## config.mk

```make
export PLATFORM = sky130hd
export DESIGN_NAME = rsc_reset_source_controller
export DESIGN_NICKNAME = d
export VERILOG_FILES = /design/src/rsc_reset_source_controller.v
export VERILOG_INCLUDE_DIRS = /design/src
export SDC_FILE = /design/constraint.sdc
export NUM_CORES = 1
export LEC_CHECK = 0
export ABC_AREA = 1
export BUFFER_PORTS_ARGS = -buffer_cell sky130_fd_sc_hd__buf_2
export CAP_MARGIN = 0
export CORE_UTILIZATION = 44
export CTS_CLUSTER_DIAMETER = 100
export DETAILED_ROUTE_END_ITERATION = 16
export PLACE_DENSITY = 0.75
export SLEW_MARGIN = 20
export SYNTH_ARGS = -nofsm -noshare
export SYNTH_HDL_FRONTEND = slang
export SYNTH_SLANG_ARGS = --single-unit
```

## constraint.sdc

```tcl
create_clock -name sys_clk -period 2.3 [get_ports sys_clk]
set_clock_uncertainty 0.2 [all_clocks]
set_input_delay 0.115 -clock sys_clk [delete_from_list [all_inputs] [get_ports sys_clk]]
set_output_delay 0.115 -clock sys_clk [all_outputs]
set_load 0.01 [all_outputs]
```

## src/rsc_defs.vh

```
/*
 reset source controller constants: timing counts, vector addresses,
 trap address ranges and clock-control bit positions.
 assumes a 125 MHz sys_clk; included by bare name.
*/
`ifndef RSC_DEFS_VH
`define RSC_DEFS_VH

`define RSC_CLK_PERIOD_NS    8
`define RSC_CLKS_PER_MCYC    4
`define RSC_EXT_MIN_MCYC     3
`define RSC_EXT_MIN_CLKS     (`RSC_EXT_MIN_MCYC * `RSC_CLKS_PER_MCYC)
`define RSC_INT_MIN_CLKS     8
`define RSC_INT_MAX_CLKS     24
`define RSC_INT_HOLD_CLKS    16
`define RSC_CNT_W            5
`define RSC_VEC_LO           20'hF_FFFC
`define RSC_VEC_MID          20'hF_FFFD
`define RSC_VEC_HI           20'hF_FFFE
`define RSC_ADDR_W           20
`define RSC_RAM_LO           20'h0_0040
`define RSC_RAM_HI           20'h0_063F
`define RSC_BANK_LO          20'h0_0F80
`define RSC_BANK_HI          20'h0_0FFF
`define RSC_SFR_LO           20'h0_0000
`define RSC_SFR_HI           20'h0_003F
`define RSC_SYS_CLKSEL_HI    7
`define RSC_SYS_CLKSEL_LO    5
`define RSC_IEF_W            16
`define RSC_SYNC_DEPTH       2
`define RSC_REGIONS          3
`define RSC_RGN_SFR          0
`define RSC_RGN_RAM          1
`define RSC_RGN_BANK         2
`define RSC_PRESC_W          22

`endif

```

## src/rsc_reset_source_controller.v

```verilog
/*
 reset source controller: merges external pin, address trap, watchdog
 and system clock resets; drives the open-drain reset pin; holds the core
 in reset and clears the reset-cleared state.
 assumes the reset pin is pulled up externally and that fetch strobes,
 watchdog and clock-control inputs come from logic on sys_clk.
*/
`timescale 1ns/1ps
`include "rsc_defs.vh"

module rsc_reset_source_controller (
	// clock and reset
	input  wire                     sys_clk,
	input  wire                     reset,
	// reset pin, open drain
	input  wire                     reset_pin_in,
	output reg                      reset_pin_out,
	output reg                      reset_pin_oe,
	// internal sources
	input  wire                     fetch_valid,
	input  wire [`RSC_ADDR_W-1:0]   fetch_addr,
	input  wire                     watchdog_req,
	input  wire [7:0]               system_control_two,
	// core side
	output reg                      core_reset,
	output reg                      vector_load,
	output reg  [`RSC_ADDR_W-1:0]   vector_addr,
	output reg                      clear_interrupt_enable_flags,
	output reg                      clear_interrupt_latches,
	output reg                      clear_prescaler,
	output reg                      watchdog_enable_force,
	output reg                      malfunction_flag
);

	// state registers
	reg                          pin_meta;
	reg                          pin_sync;
	reg  [`RSC_SYNC_DEPTH-1:0]   oe_hist;
	reg  [`RSC_CNT_W-1:0]        ext_cnt;
	reg                          ext_active;
	reg  [`RSC_CNT_W-1:0]        int_cnt;
	reg                          int_active;
	reg                          core_rst_d;

	// next values
	reg  [`RSC_CNT_W-1:0]        next_ext_cnt;
	reg                          next_ext_active;
	reg  [`RSC_CNT_W-1:0]        next_int_cnt;
	reg                          next_int_active;
	reg                          next_pin_oe;
	reg                          next_core_reset;
	reg                          next_vector_load;
	reg                          next_malfunction;

	// address trap regions and source terms
	wire [`RSC_ADDR_W-1:0]       region_lo [0:`RSC_REGIONS-1];
	wire [`RSC_ADDR_W-1:0]       region_hi [0:`RSC_REGIONS-1];
	wire [`RSC_REGIONS-1:0]      region_hit;
	wire                         trap;
	wire                         clk_stop;
	wire                         int_req;
	wire                         pin_low;
	wire                         echo_mask;
	wire                         ext_pin_low;
	wire                         any_src;

	assign region_lo[`RSC_RGN_SFR]  = `RSC_SFR_LO;
	assign region_hi[`RSC_RGN_SFR]  = `RSC_SFR_HI;
	assign region_lo[`RSC_RGN_RAM]  = `RSC_RAM_LO;
	assign region_hi[`RSC_RGN_RAM]  = `RSC_RAM_HI;
	assign region_lo[`RSC_RGN_BANK] = `RSC_BANK_LO;
	assign region_hi[`RSC_RGN_BANK] = `RSC_BANK_HI;

	genvar gi;
	generate
		for (gi = 0; gi < `RSC_REGIONS; gi = gi + 1) begin : g_region
			assign region_hit[gi] = (fetch_addr >= region_lo[gi]) &&
				(fetch_addr <= region_hi[gi]);
		end
	endgenerate

	assign trap = fetch_valid && (|region_hit);
	assign clk_stop = (system_control_two[`RSC_SYS_CLKSEL_HI:
		`RSC_SYS_CLKSEL_LO] == 3'b000);
	assign int_req = !int_active && !core_reset &&
		(trap || watchdog_req || clk_stop);
	assign pin_low = !pin_sync;
	// the pin reads back our own drive two syncs late; that echo
	// must not pass for an external reset
	assign echo_mask = reset_pin_oe || (|oe_hist);
	assign ext_pin_low = pin_low && !echo_mask;
	assign any_src = ext_active || int_active || pin_low;

	// pin is asynchronous to sys_clk
	always @(posedge sys_clk or posedge reset) begin
		if (reset) begin
			pin_meta <= 1'b1;
			pin_sync <= 1'b1;
		end else begin
			pin_meta <= reset_pin_in;
			pin_sync <= pin_meta;
		end
	end

	// history of our own pin drive, as deep as the synchroniser
	always @(posedge sys_clk or posedge reset) begin
		if (reset) begin
			oe_hist <= {`RSC_SYNC_DEPTH{1'b0}};
		end else begin
			oe_hist <= {oe_hist[`RSC_SYNC_DEPTH-2:0], reset_pin_oe};
		end
	end

	// external qualification: count while held low from outside
	always @* begin
		next_ext_cnt    = ext_cnt;
		next_ext_active = ext_active;
		if (!ext_pin_low) begin
			next_ext_cnt    = {`RSC_CNT_W{1'b0}};
			next_ext_active = 1'b0;
		end else if (ext_cnt >= `RSC_EXT_MIN_CLKS - 1) begin
			next_ext_active = 1'b1;
		end else begin
			next_ext_cnt = ext_cnt + 1'b1;
		end
	end

	always @(posedge sys_clk or posedge reset) begin
		if (reset) begin
			ext_cnt    <= {`RSC_CNT_W{1'b0}};
			ext_active <= 1'b0;
		end else begin
			ext_cnt    <= next_ext_cnt;
			ext_active <= next_ext_active;
		end
	end

	// internal malfunction pulse; the counter is the only timer, so a
	// power-up glitch on the sources still ends inside the bound
	always @* begin
		next_int_cnt    = int_cnt;
		next_int_active = int_active;
		if (int_req) begin
			next_int_cnt    = {`RSC_CNT_W{1'b0}};
			next_int_active = 1'b1;
		end else if (int_active) begin
			if (int_cnt >= `RSC_INT_HOLD_CLKS - 1) begin
				next_int_active = 1'b0;
			end else begin
				next_int_cnt = int_cnt + 1'b1;
			end
		end
	end

	always @(posedge sys_clk or posedge reset) begin
		if (reset) begin
			int_cnt    <= {`RSC_CNT_W{1'b0}};
			int_active <= 1'b0;
		end else begin
			int_cnt    <= next_int_cnt;
			int_active <= next_int_active;
		end
	end

	// pin drive follows the internal pulse only, so int_cnt bounds it
	always @* begin
		next_pin_oe = 1'b0;
		if (int_req) begin
			next_pin_oe = 1'b1;
		end else if (int_active &&
			(int_cnt < `RSC_INT_HOLD_CLKS - 1)) begin
			next_pin_oe = 1'b1;
		end
	end

	always @(posedge sys_clk or posedge reset) begin
		if (reset) begin
			reset_pin_oe <= 1'b0;
		end else begin
			reset_pin_oe <= next_pin_oe;
		end
	end

	// open drain: the data side only ever pulls low
	always @(posedge sys_clk or posedge reset) begin
		if (reset) begin
			reset_pin_out <= 1'b0;
		end else begin
			reset_pin_out <= 1'b0;
		end
	end

	// core reset holds while any source is active and lets go only
	// on a clock edge
	always @* begin
		next_core_reset  = any_src || int_req;
		next_vector_load = core_rst_d && !core_reset;
		next_malfunction = malfunction_flag;
		if (int_req) begin
			next_malfunction = 1'b1;
		end else if (ext_active) begin
			next_malfunction = 1'b0;
		end
	end

	always @(posedge sys_clk or posedge reset) begin
		if (reset) begin
			core_reset <= 1'b1;
		end else begin
			core_reset <= next_core_reset;
		end
	end

	always @(posedge sys_clk or posedge reset) begin
		if (reset) begin
			core_rst_d  <= 1'b1;
			vector_load <= 1'b0;
		end else begin
			core_rst_d  <= core_reset;
			vector_load <= next_vector_load;
		end
	end

	// restart vector: low byte of the three-byte vector
	always @(posedge sys_clk or posedge reset) begin
		if (reset) begin
			vector_addr <= `RSC_VEC_LO;
		end else begin
			vector_addr <= `RSC_VEC_LO;
		end
	end

	// clearing strobes trail core_reset by one edge
	always @(posedge sys_clk or posedge reset) begin
		if (reset) begin
			clear_interrupt_enable_flags <= 1'b1;
		end else begin
			clear_interrupt_enable_flags <= core_reset;
		end
	end

	always @(posedge sys_clk or posedge reset) begin
		if (reset) begin
			clear_interrupt_latches <= 1'b1;
		end else begin
			clear_interrupt_latches <= core_reset;
		end
	end

	always @(posedge sys_clk or posedge reset) begin
		if (reset) begin
			clear_prescaler <= 1'b1;
		end else begin
			clear_prescaler <= core_reset;
		end
	end

	// watchdog comes back enabled after every reset
	always @(posedge sys_clk or posedge reset) begin
		if (reset) begin
			watchdog_enable_force <= 1'b1;
		end else begin
			watchdog_enable_force <= core_reset;
		end
	end

	// a malfunction record survives until a genuine pin reset
	always @(posedge sys_clk or posedge reset) begin
		if (reset) begin
			malfunction_flag <= 1'b0;
		end else begin
			malfunction_flag <= next_malfunction;
		end
	end

	// general registers, stack pointer, flags and RAM get no clear
	// strobe from this block on purpose

endmodule

```

==> results of run 1 <==
==> critical path, stage by stage, from the launching register on <==
cell	delay [ns]
dfrtp_1	0.45
ha_1	0.22
inv_1	0.10
nor3_1	0.07
ha_1	0.17
inv_1	0.11
nand3_4	0.14
nand2_1	0.08
nand2_1	0.05
a21boi_2	0.14
==> power by group <==
part | total, mW | switching, mW | internal, mW | leakage, nW
clock | 0.184 | 0.119 | 0.0652 | 0.0177
combinational | 0.385 | 0.230 | 0.156 | 0.458
sequential | 0.556 | 0.0850 | 0.471 | 0.263
==> routing by layer <==
| metal | up-vias | part of all wire | global-route usage |
|---|---|---|---|
| met4 | 0 | 0.026 | 0.0940 |
| met2 | 43 | 0.52 | 0.283 |
| met5 | - | 0 | 0 |
| li1 | 448 | - | - |
| met3 | 5 | 0.057 | 0.0167 |
| met1 | 389 | 0.40 | 0.147 |
==> cells by family (layout without fill, tap and decap cells) <==
family,Yosys count,after routing,synth area share
AO/OA/AOI/OAI,11,11,0.0625
XOR/XNOR,1,1,0.00729
adder cells (fa/ha/maj),3,3,0.0313
buffers and inverters,44,56,0.212
flip-flops,21,21,0.442
other,2,21,0.00625
AND/OR/NAND/NOR,58,58,0.239
==> final timing paths <==
kind	slack [ns]	to	cells after the start
setup / recovery	0.45	int_cnt[1]	9
hold / removal	0.07	int_cnt[3]	5
setup reg to reg	0.45	int_cnt[1]	9
hold reg to reg	0.17	pin_sync	0
max in group asynchronous	1.16	ext_cnt[1]	3
min in group asynchronous	0.26	oe_hist[1]	3
==> final cells by class <==
| cell class | count | area [um^2] |
|---|---|---|
| Tap cell | 30 | 37.5 |
| Fill cell | 245 | 1190 |
| Sequential cell | 21 | 531 |
| Timing Repair Buffer | 32 | 175 |
| Clock buffer | 3 | 22.5 |
| Inverter | 20 | 75.1 |
| Clock inverter | 1 | 5.00 |
| Multi-Input combinational cell | 94 | 487 |
==> cells in the mapped netlist <==
cell and instances:
nand3_4 1, dfrtp_1 17, conb_1 2, nand2_1 24, nand2_2 4, o21ai_0 2
nor2_1 12, a21boi_2 1, nand4_1 1, nand4_2 1, o21a_1 1, a21oi_1 2
inv_1 20, nor2_2 3, ha_1 3, xor2_1 1, buf_4 24, nor2_4 1
dfstp_2 4, o21ai_2 2, nor3_2 1, o21ai_1 2, nor3_1 4, a21oi_2 1
nand3_1 6
==> per-stage QoR <==
step | instances | area, um^2 | hold slack (ns) | utilization
floorplan | 159 | 1270 | -0.111 | -
global placement | 194 | 1270 | 0.0258 | 0.505
detailed placement | 194 | 1270 | 0.0212 | 0.505
CTS | 201 | 1330 | 0.0784 | 0.528
global route | 201 | 1330 | 0.111 | 0.528
finish | 201 | 1330 | 0.0667 | 0.528
==> impl_metrics.xml, run 1 <==
<?xml version="1.0" encoding="UTF-8"?>
<metrics>
  <group name="worst_hold_path">
    <metric name="hp-class" unit="">in -&gt; reg</metric>
    <metric name="hold_start" unit="">fetch_addr[11]</metric>
  </group>
  <group name="route">
    <metric name="first_iter_violations" unit="">12</metric>
    <metric name="wire_per_inst" unit="um">9.70</metric>
    <metric name="postRouteWirelength" unit="um">1950</metric>
    <metric name="post_drt_via_cell_ratio" unit="">4.40</metric>
    <metric name="drt_pass1_iterations" unit="">4</metric>
    <metric name="route.antenna.remaining_nets" unit="">0</metric>
    <metric name="route.vias.total" unit="">885</metric>
    <metric name="remaining_routing_drc_violations" unit="">0</metric>
  </group>
  <group name="cts">
    <metric name="cts_hold_buf" unit="">3</metric>
    <metric name="clk_pin_slew" unit="ns">0.12</metric>
    <metric name="clock_tree.root_cell" unit="">clkbuf_4</metric>
    <metric name="tritoncts" unit="">yes</metric>
    <metric name="cts_buffers" unit="">3</metric>
    <metric name="cts-htree-levels" unit="">1</metric>
    <metric name="cts_setup_buffers" unit="">0</metric>
    <metric name="cts-root-to-sink-buffers" unit="">2</metric>
    <metric name="postCtsResizedCells" unit="">0</metric>
    <metric name="cts_num_sinks" unit="">21</metric>
    <metric name="clkLatencyLatePin" unit="ns">0.31</metric>
  </group>
  <group name="power_and_ir_drop">
    <metric name="total_power" unit="mW">1.13</metric>
    <metric name="ir_worst_vdd" unit="mV">0.427</metric>
    <metric name="p_leak" unit="nW">0.739</metric>
    <metric name="p_per_area" unit="nW/um^2">845</metric>
  </group>
  <group name="timing">
    <metric name="fin_crit_sh" unit="">0.803</metric>
    <metric name="fmax" unit="MHz">541</metric>
    <metric name="timing.slew.headroom" unit="">0.489</metric>
    <metric name="report.final.hold_viol_count" unit="">0</metric>
    <metric name="final.setup.tns" unit="ns">0</metric>
    <metric name="unrepaired_setup_endpoints_after_global_routing" unit="">false</metric>
    <metric name="period_minus_slack" unit="ns">1.85</metric>
    <metric name="final_setup_margin" unit="ns">0.453</metric>
    <metric name="final_count_of_negative_setup_slack_endpoints" unit="">0</metric>
    <metric name="worst_pin_slew" unit="ns">0.765</metric>
    <metric name="drv_slew" unit="">0</metric>
  </group>
  <group name="global_routing">
    <metric name="globalRouteTotalUtil" unit="">0.147</metric>
    <metric name="number_of_global_route_vias_before_repair" unit="">818</metric>
    <metric name="grt_overflow" unit="">0</metric>
    <metric name="wire_length_of_the_first_global_routing_pass" unit="um">3030</metric>
    <metric name="pin_count_of_the_biggest_net_entering_global_routing" unit="">22</metric>
    <metric name="antenna_found_initial" unit="">0</metric>
  </group>
  <group name="synth">
    <metric name="ys_top_cells_by_area" unit="">dfrtp_1 35%, buf_4 15%, dfstp_2 8.8%</metric>
    <metric name="synthesis.area_per_instance" unit="um^2">8.58</metric>
    <metric name="synth.yosys.warnings" unit="">0</metric>
    <metric name="yosys.area.top_type_share" unit="">0.354</metric>
    <metric name="syn-instance-count" unit="">140</metric>
    <metric name="yosys.area.top_type" unit="">dfrtp_1</metric>
    <metric name="synthesis.area" unit="um^2">1200</metric>
    <metric name="number_of_flip_flops_and_latches_in_the_synthesized_netlist" unit="">21</metric>
    <metric name="yosysUniqueCellTypes" unit="">25</metric>
    <metric name="synth.yosys.seq_area_share" unit="">0.442</metric>
  </group>
  <group name="floorplanning">
    <metric name="floorplan.rows" unit="">18</metric>
    <metric name="initial_utilization" unit="">0.476</metric>
    <metric name="die_height" unit="um">54.3</metric>
    <metric name="floorplan.die_area" unit="um^2">2940</metric>
    <metric name="floorplan.core_area" unit="um^2">2520</metric>
    <metric name="chipWidth" unit="um">54.3</metric>
    <metric name="i_o_pin_count" unit="">62</metric>
  </group>
  <group name="placed_design">
    <metric name="detailedPlace.worstSlack" unit="ns">0.487</metric>
    <metric name="post-dp-hpwl" unit="um">1480</metric>
    <metric name="routabilityCongestion" unit="">0.702</metric>
    <metric name="port_buffers" unit="">29</metric>
  </group>
  <group name="cells_and_area">
    <metric name="area_delta_synth_final" unit="%">10.9</metric>
    <metric name="antenna_cells_inserted" unit="">0</metric>
    <metric name="mostFrequentLayoutCell" unit="">buf_2</metric>
    <metric name="layout.nets" unit="">208</metric>
    <metric name="reg_top3" unit="">ext_cnt (5), int_cnt (5), oe_hist (2)</metric>
    <metric name="mostFrequentLayoutCells" unit="">29 x buf_2, 24 x nand2_1, 21 x conb_1</metric>
    <metric name="drive_above_1_share" unit="">0.304</metric>
  </group>
  <group name="setup_path">
    <metric name="worstPathRequired" unit="ns">2.30</metric>
    <metric name="cp-startpoint" unit="">int_cnt[0]</metric>
    <metric name="r2r-start" unit="">int_cnt[0]</metric>
    <metric name="type_of_the_worst_setup_path" unit="">reg -&gt; reg</metric>
    <metric name="cp.arrival" unit="ns">1.85</metric>
    <metric name="setup.worst_path.end_class" unit="">flip-flop</metric>
    <metric name="cp-start-kind" unit="">flip-flop</metric>
    <metric name="crit_path_max_fanout" unit="">7</metric>
  </group>
  <group name="status">
    <metric name="result_of_the_run" unit="">complete, no violations</metric>
  </group>
  <group name="run">
    <metric name="cap_viol_max_count" unit="">0</metric>
  </group>
</metrics>
No activity file was read; power rests on OpenSTA's default activity.
==> run 2, diff against run 1 <==
Settings changed: ABC_AREA 1 to 0, CORE_UTILIZATION 44 to 39, PLACE_DENSITY 0.75 to 0.72.
Clock period 2.3 ns to 1.6 ns, I/O delays scaled along.
==> run 2 against run 1 <==
  * Non-clock buffer count grew 11
  * Flip-flop and latch count unchanged
  * First-iteration DRC count is 42% lower
  * The run now ends with setup timing left
  * Critical endpoint is now int_cnt[0]
==> impl_metrics.xml, run 2 <==
<?xml version="1.0" encoding="UTF-8"?>
<metrics>
  <group name="status">
    <metric name="result_of_the_run" unit="">finished, violations left</metric>
    <metric name="violations" unit="">setup timing</metric>
  </group>
  <group name="synth">
    <metric name="synthesis.area_per_instance" unit="um^2">10.3</metric>
    <metric name="yosys.cell_count.top_type" unit="">buf_4</metric>
    <metric name="synth_compound_area_frac" unit="">0.0751</metric>
    <metric name="synthesis.area" unit="um^2">1080</metric>
    <metric name="synth.yosys.warnings" unit="">0</metric>
    <metric name="yosys.area.top_type_share" unit="">0.393</metric>
    <metric name="number_of_enable_flip_flop_cells_after_synthesis" unit="">0</metric>
    <metric name="asyncSetResetFlopFracSynth" unit="">1.00</metric>
    <metric name="syn-instance-count" unit="">105</metric>
    <metric name="yosys.area.top_type" unit="">dfrtp_1</metric>
    <metric name="post_synth_mux_area_share" unit="">0.0185</metric>
    <metric name="synth.yosys.seq_area_share" unit="">0.490</metric>
    <metric name="yosysUniqueCellTypes" unit="">32</metric>
    <metric name="primary_flip_flop_cell_chosen_by_synthesis_mapping" unit="">dfrtp_1</metric>
    <metric name="number_of_flip_flops_and_latches_in_the_synthesized_netlist" unit="">21</metric>
    <metric name="synthSimpleGateAreaFrac" unit="">0.156</metric>
    <metric name="synth_top_family_by_area" unit="">buffers and inverters</metric>
    <metric name="post_synth_most_frequent_cells" unit="">24 x buf_4, 17 x dfrtp_1, 10 x nor2_1, 5 x inv_1, 5 x nand2_1</metric>
    <metric name="ys_top_cells_by_area" unit="">dfrtp_1 39%, buf_4 17%, dfstp_2 9.7%</metric>
    <metric name="synthXorXnorAreaFrac" unit="">0.0323</metric>
    <metric name="arithmetic_cell_share_of_the_synthesized_area_counting_full_adders_half_adders_and_majority_gates" unit="">0.0346</metric>
  </group>
  <group name="timing">
    <metric name="final_setup_margin" unit="ns">-0.196</metric>
    <metric name="unrepaired_setup_endpoints_after_global_routing" unit="">true</metric>
    <metric name="drv_slew" unit="">0</metric>
    <metric name="final_count_of_negative_setup_slack_endpoints" unit="">7</metric>
    <metric name="final.setup.tns" unit="ns">-0.625</metric>
    <metric name="fin_crit_sh" unit="">1.12</metric>
    <metric name="finalHoldWorstSlack" unit="ns">0.0507</metric>
    <metric name="period_minus_slack" unit="ns">1.80</metric>
    <metric name="fmax" unit="MHz">557</metric>
    <metric name="report.final.hold_viol_count" unit="">0</metric>
  </group>
  <group name="setup_path">
    <metric name="cp-start-kind" unit="">flip-flop</metric>
    <metric name="worst-r2r-cell-count" unit="">6</metric>
    <metric name="cp_top_family" unit="">simple AND/OR/NAND/NOR gates</metric>
    <metric name="reg2reg_slack" unit="ns">-0.20</metric>
    <metric name="timing.rr.end" unit="">int_cnt[0]</metric>
    <metric name="setup.worst_path.end_class" unit="">flip-flop</metric>
    <metric name="path_buf_inv" unit="">0</metric>
    <metric name="worstPathCellList" unit="">ha_2 -&gt; and3_4 -&gt; ha_4 -&gt; nand3b_1 -&gt; xnor2_1 -&gt; and2_1</metric>
    <metric name="worstPathRequired" unit="ns">1.60</metric>
    <metric name="cp.arrival" unit="ns">1.80</metric>
    <metric name="r2r-start" unit="">int_cnt[0]</metric>
    <metric name="critPathMaxStageDelay" unit="ns">0.40</metric>
    <metric name="crit_path_max_fanout" unit="">5</metric>
    <metric name="type_of_the_worst_setup_path" unit="">reg -&gt; reg</metric>
    <metric name="crit_path_top_delay_cell" unit="">dfrtp_1</metric>
  </group>
  <group name="floorplanning">
    <metric name="die_height" unit="um">54.7</metric>
    <metric name="floorplan.die_area" unit="um^2">2990</metric>
    <metric name="initial_utilization" unit="">0.426</metric>
    <metric name="i_o_pin_count" unit="">62</metric>
    <metric name="floorplan.core_area" unit="um^2">2540</metric>
    <metric name="chipWidth" unit="um">54.7</metric>
    <metric name="floorplan.rows" unit="">18</metric>
  </group>
  <group name="power_and_ir_drop">
    <metric name="combinationalPowerShare" unit="">0.368</metric>
    <metric name="cellInternalPower" unit="mW">1.07</metric>
    <metric name="part_of_the_total_power_dissipated_in_the_clock_network" unit="">0.155</metric>
    <metric name="seq_power_share" unit="">0.477</metric>
    <metric name="ir_worst_vdd" unit="mV">0.961</metric>
    <metric name="total_power" unit="mW">1.57</metric>
    <metric name="p_per_area" unit="nW/um^2">1190</metric>
    <metric name="p_leak" unit="nW">0.678</metric>
    <metric name="switchingPower" unit="mW">0.501</metric>
    <metric name="power.share.switching" unit="">0.319</metric>
  </group>
  <group name="cts">
    <metric name="cts_buffers" unit="">3</metric>
    <metric name="clk_pin_slew" unit="ns">0.11</metric>
    <metric name="cts_num_sinks" unit="">21</metric>
    <metric name="cts-htree-levels" unit="">1</metric>
    <metric name="clock_tree.root_cell" unit="">clkbuf_4</metric>
    <metric name="cts-root-to-sink-buffers" unit="">2</metric>
    <metric name="tritoncts" unit="">yes</metric>
    <metric name="clkLatencyLatePin" unit="ns">0.30</metric>
  </group>
  <group name="route">
    <metric name="remaining_routing_drc_violations" unit="">0</metric>
    <metric name="first_iter_violations" unit="">7</metric>
    <metric name="route.vias.total" unit="">794</metric>
    <metric name="drt_pass1_iterations" unit="">4</metric>
    <metric name="post_drt_via_cell_ratio" unit="">4.51</metric>
    <metric name="wire_per_inst" unit="um">9.60</metric>
    <metric name="route.antenna.remaining_nets" unit="">0</metric>
    <metric name="postRouteWirelength" unit="um">1690</metric>
  </group>
  <group name="cells_and_area">
    <metric name="mostFrequentLayoutCell" unit="">buf_2</metric>
    <metric name="reg_top3" unit="">ext_cnt (5), int_cnt (5), oe_hist (2)</metric>
    <metric name="mostFrequentLayoutCells" unit="">29 x buf_2, 21 x conb_1, 17 x dfrtp_1</metric>
    <metric name="drive_above_1_share" unit="">0.384</metric>
    <metric name="final_core_util" unit="">0.520</metric>
    <metric name="fillerInstances" unit="">237</metric>
    <metric name="fin_cells" unit="">176</metric>
    <metric name="antenna_cells_inserted" unit="">0</metric>
    <metric name="multi_input_area" unit="um^2">450</metric>
    <metric name="final-seq-area" unit="um^2">531</metric>
    <metric name="layout.nets" unit="">183</metric>
    <metric name="area_delta_synth_final" unit="%">22.1</metric>
    <metric name="fin_area" unit="um^2">1320</metric>
  </group>
  <group name="worst_hold_path">
    <metric name="worstHoldPathCells" unit="">5</metric>
    <metric name="hold_start" unit="">fetch_addr[18]</metric>
    <metric name="hp-class" unit="">in -&gt; reg</metric>
    <metric name="min_to" unit="">int_active</metric>
  </group>
  <group name="placed_design">
    <metric name="port_buffers" unit="">29</metric>
    <metric name="detailedPlace.worstSlack" unit="ns">-0.158</metric>
    <metric name="routabilityCongestion" unit="">0.788</metric>
    <metric name="post-dp-hpwl" unit="um">1290</metric>
    <metric name="place.detailed.instances" unit="">165</metric>
    <metric name="detailed_place.area" unit="um^2">1230</metric>
  </group>
  <group name="global_routing">
    <metric name="number_of_global_route_vias_before_repair" unit="">780</metric>
    <metric name="pin_count_of_the_biggest_net_entering_global_routing" unit="">22</metric>
    <metric name="antenna_found_initial" unit="">0</metric>
    <metric name="wire_length_of_the_first_global_routing_pass" unit="um">2990</metric>
    <metric name="grt_overflow" unit="">0</metric>
    <metric name="globalRouteTotalUtil" unit="">0.143</metric>
  </group>
  <group name="run">
    <metric name="cap_viol_max_count" unit="">0</metric>
  </group>
</metrics>
## run 2: area by class of cell
cell class / instances / share of cell area
Multi-Input combinational cell: 73 / 0.341
Tap cell: 30 / 0.0284
Sequential cell: 21 / 0.401
Timing Repair Buffer: 43 / 0.196
Clock buffer: 4 / 0.0199
Inverter: 5 / 0.0142
## run 2: worst max path at each step
stage | startpoint | endpoint | slack, ns | cells after the start
finish | int_cnt[0] | int_cnt[0] | -0.20 | 6
global route | int_cnt[0] | int_cnt[0] | -0.24 | 6
CTS | int_cnt[1] | int_cnt[0] | -0.16 | 6
detailed placement | int_cnt[1] | int_cnt[0] | -0.16 | 6
global placement | int_cnt[1] | int_cnt[0] | -0.12 | 6
floorplan | int_cnt[0] | int_cnt[0] | -0.12 | 6
## run 2: power groups by stage
stage	clock (mW)	combinational [mW]	sequential [mW]
floorplan	0	0.348	0.780
global placement	0	0.491	0.754
detailed placement	0	0.505	0.763
CTS	0.260	0.557	0.752
global route	0.289	0.650	0.769
finish	0.244	0.579	0.750
## run 2: cells by family (layout without fill, tap and decap cells)
family          count (synthesis)  count (layout)
flops                          21              21
mux                             2               2
buf+inv                        30              52
other cells                     2              21
xor+xnor                        4               4
fa+ha+maj                       3               3
simple gates                   33              33
compound gates                 10              10
## run 2: per-layer routing
layer | global-route usage | vias up | share of wire
met5 | 0 | - | 0
met4 | 0.0769 | 0 | 0.011
li1 | - | 390 | -
met3 | 0.0250 | 2 | 0.063
met2 | 0.243 | 31 | 0.51
met1 | 0.168 | 371 | 0.42
## run 2: what timing repair did
action,4_1_cts,5_1_grt
setup endpoints to repair,6,9
hold buffers,2,0
gates cloned,0,0
buffers inserted,3,2
pin swaps,5,5
endpoints found under the hold margin,22,0
gates resized for setup,0,3
## run 2: tightest hold or removal path, cell delays in order
cell and delay, ns:
buf_2 0.07, nor4b_1 0.04, nand3_1 0.06, o32a_2 0.22, nand2_2 0.05
==> run 3, diff against run 2 <==
Clock period 1.6 ns to 1.5 ns, I/O delays scaled along.
==> run 3 against run 2 <==
  * The run still ends with setup timing left
  * First-iteration DRC count down 71%
  * Cell count up 1.7%
  * Critical path depth unchanged
  * Flip-flop and latch count unchanged
  * Fmax down 1.4%
  * Utilization up 1.2 points
  * Critical path type unchanged
  * Largest power group unchanged
  * Highest routed layer unchanged
==> impl_metrics.xml, run 3 (synthesis results as in run 2) <==
<?xml version="1.0" encoding="UTF-8"?>
<metrics>
  <group name="floorplanning">
    <metric name="floorplan.rows" unit="">18</metric>
    <metric name="i_o_pin_count" unit="">62</metric>
    <metric name="floorplan.die_area" unit="um^2">2990</metric>
    <metric name="initial_utilization" unit="">0.426</metric>
    <metric name="floorplan.core_area" unit="um^2">2540</metric>
    <metric name="die_height" unit="um">54.7</metric>
    <metric name="chipWidth" unit="um">54.7</metric>
  </group>
  <group name="timing">
    <metric name="fmax" unit="MHz">549</metric>
    <metric name="drv_slew" unit="">0</metric>
    <metric name="final_setup_margin" unit="ns">-0.322</metric>
    <metric name="report.final.hold_viol_count" unit="">0</metric>
    <metric name="final_count_of_negative_setup_slack_endpoints" unit="">9</metric>
    <metric name="unrepaired_setup_endpoints_after_global_routing" unit="">true</metric>
    <metric name="period_minus_slack" unit="ns">1.82</metric>
    <metric name="fin_crit_sh" unit="">1.21</metric>
  </group>
  <group name="route">
    <metric name="wire_per_inst" unit="um">11.1</metric>
    <metric name="route.antenna.remaining_nets" unit="">0</metric>
    <metric name="postRouteWirelength" unit="um">1980</metric>
    <metric name="route.vias.total" unit="">825</metric>
    <metric name="remaining_routing_drc_violations" unit="">0</metric>
    <metric name="drt_pass1_iterations" unit="">4</metric>
    <metric name="first_iter_violations" unit="">2</metric>
    <metric name="post_drt_via_cell_ratio" unit="">4.61</metric>
  </group>
  <group name="setup_path">
    <metric name="worst-r2r-cell-count" unit="">6</metric>
    <metric name="worstPathRequired" unit="ns">1.52</metric>
    <metric name="r2r-start" unit="">int_cnt[1]</metric>
    <metric name="reg2reg_slack" unit="ns">-0.32</metric>
    <metric name="cp-start-kind" unit="">flip-flop</metric>
    <metric name="crit_path_top_delay_cell" unit="">dfrtp_1</metric>
    <metric name="type_of_the_worst_setup_path" unit="">reg -&gt; reg</metric>
    <metric name="cp.arrival" unit="ns">1.84</metric>
    <metric name="setup.worst_path.end_class" unit="">flip-flop</metric>
    <metric name="cp-startpoint" unit="">int_cnt[1]</metric>
    <metric name="worstPathCellList" unit="">ha_2 -&gt; and3_4 -&gt; ha_4 -&gt; nand3b_1 -&gt; xnor2_1 -&gt; and2_1</metric>
    <metric name="critPathMaxStageDelay" unit="ns">0.41</metric>
    <metric name="crit_path_max_fanout" unit="">5</metric>
  </group>
  <group name="placed_design">
    <metric name="detailedPlace.worstSlack" unit="ns">-0.303</metric>
    <metric name="routabilityCongestion" unit="">0.675</metric>
    <metric name="port_buffers" unit="">29</metric>
    <metric name="post-dp-hpwl" unit="um">1500</metric>
  </group>
  <group name="cells_and_area">
    <metric name="mostFrequentLayoutCell" unit="">buf_2</metric>
    <metric name="mostFrequentLayoutCells" unit="">29 x buf_2, 21 x conb_1, 17 x dfrtp_1</metric>
    <metric name="antenna_cells_inserted" unit="">0</metric>
    <metric name="drive_above_1_share" unit="">0.403</metric>
    <metric name="reg_top3" unit="">ext_cnt (5), int_cnt (5), oe_hist (2)</metric>
    <metric name="multi_input_area" unit="um^2">458</metric>
    <metric name="layout.nets" unit="">186</metric>
    <metric name="final-seq-area" unit="um^2">531</metric>
    <metric name="area_delta_synth_final" unit="%">24.9</metric>
    <metric name="fillerInstances" unit="">235</metric>
    <metric name="final_core_util" unit="">0.532</metric>
  </group>
  <group name="run">
    <metric name="cap_viol_max_count" unit="">0</metric>
  </group>
  <group name="cts">
    <metric name="clk_pin_slew" unit="ns">0.12</metric>
    <metric name="cts-root-to-sink-buffers" unit="">2</metric>
    <metric name="cts-htree-levels" unit="">1</metric>
    <metric name="clkLatencyLatePin" unit="ns">0.31</metric>
    <metric name="cts_buffers" unit="">3</metric>
    <metric name="cts_num_sinks" unit="">21</metric>
    <metric name="clock_tree.root_cell" unit="">clkbuf_4</metric>
    <metric name="tritoncts" unit="">yes</metric>
  </group>
  <group name="global_routing">
    <metric name="antenna_found_initial" unit="">0</metric>
    <metric name="grt_overflow" unit="">0</metric>
    <metric name="pin_count_of_the_biggest_net_entering_global_routing" unit="">22</metric>
    <metric name="globalRouteTotalUtil" unit="">0.151</metric>
    <metric name="wire_length_of_the_first_global_routing_pass" unit="um">3080</metric>
    <metric name="number_of_global_route_vias_before_repair" unit="">729</metric>
  </group>
  <group name="worst_hold_path">
    <metric name="worstHoldPathCells" unit="">5</metric>
    <metric name="hold_start" unit="">fetch_addr[18]</metric>
    <metric name="hp-class" unit="">in -&gt; reg</metric>
  </group>
  <group name="power_and_ir_drop">
    <metric name="p_per_area" unit="nW/um^2">1290</metric>
    <metric name="ir_worst_vdd" unit="mV">0.740</metric>
    <metric name="p_leak" unit="nW">0.698</metric>
  </group>
  <group name="status">
    <metric name="result_of_the_run" unit="">finished, violations left</metric>
    <metric name="violations" unit="">setup timing</metric>
  </group>
</metrics>
## run 3: power by group
group | internal, mW | leakage [nW] | total (mW) | switching [mW]
sequential | 0.712 | 0.263 | 0.803 | 0.0909
clock | 0.0996 | 0.0177 | 0.279 | 0.179
combinational | 0.359 | 0.417 | 0.669 | 0.310
## run 3: repair_timing
item | in CTS | in global routing
hold buffers | 2 | 0
hold endpoints to repair | 22 | 0
resized for setup | 1 | 3
buffers inserted | 4 | 1
endpoints found under the setup margin | 9 | 9
pin swaps | 6 | 3
## run 3: area by class of cell
| type | count | area share |
|---|---|---|
| inverter | 5 | 0.0139 |
| clock buffer | 3 | 0.0166 |
| multi-input combinational | 73 | 0.338 |
| tap | 30 | 0.0277 |
| clock inverter | 1 | 0.00370 |
| sequential | 21 | 0.392 |
| timing repair buffer | 46 | 0.208 |
## run 3: worst paths after layout
check | to
worst min register to register | pin_sync
worst max register to register | int_cnt[0]
worst max-delay path | int_cnt[0]
max in group asynchronous | watchdog_enable_force
min in group asynchronous | int_cnt[1]
worst min-delay path | int_active
## run 3: layer usage
metal / up-vias / share of wire / wire (um) / GRT usage
met4: 0 / 0.013 / 25 / 0.0641
met1: 389 / 0.41 / 813 / 0.175
met3: 2 / 0.072 / 143 / 0.0333
met2: 36 / 0.50 / 999 / 0.263
met5: - / 0 / 0 / 0
li1: 398 / - / - / -
## run 3: critical path: cells and delay by family, from the launching register on
kind | cells | cell delay, ns
DFF | 1 | 0.41
and+or+nand+nor | 3 | 0.58
adders and majority gates | 2 | 0.34
xor gates and xnor gates | 1 | 0.20
## run 3: through the flow
| stage | TNS, ns | std cells | power, mW | area (um^2) | hold slack [ns] |
|---|---|---|---|---|---|
| 2_1_floorplan | -0.747 | 124 | 1.20 | 1180 | -0.151 |
| 3_3_place_gp | -0.811 | 168 | 1.36 | 1250 | -0.0940 |
| 3_5_place_dp | -1.42 | 168 | 1.39 | 1250 | -0.0859 |
| 4_1_cts | -1.60 | 178 | 1.74 | 1330 | 0.0388 |
| 5_1_grt | -2.22 | 179 | 1.88 | 1350 | 0.0751 |
| 6_report | -1.71 | 179 | 1.75 | 1350 | 0.0351 |
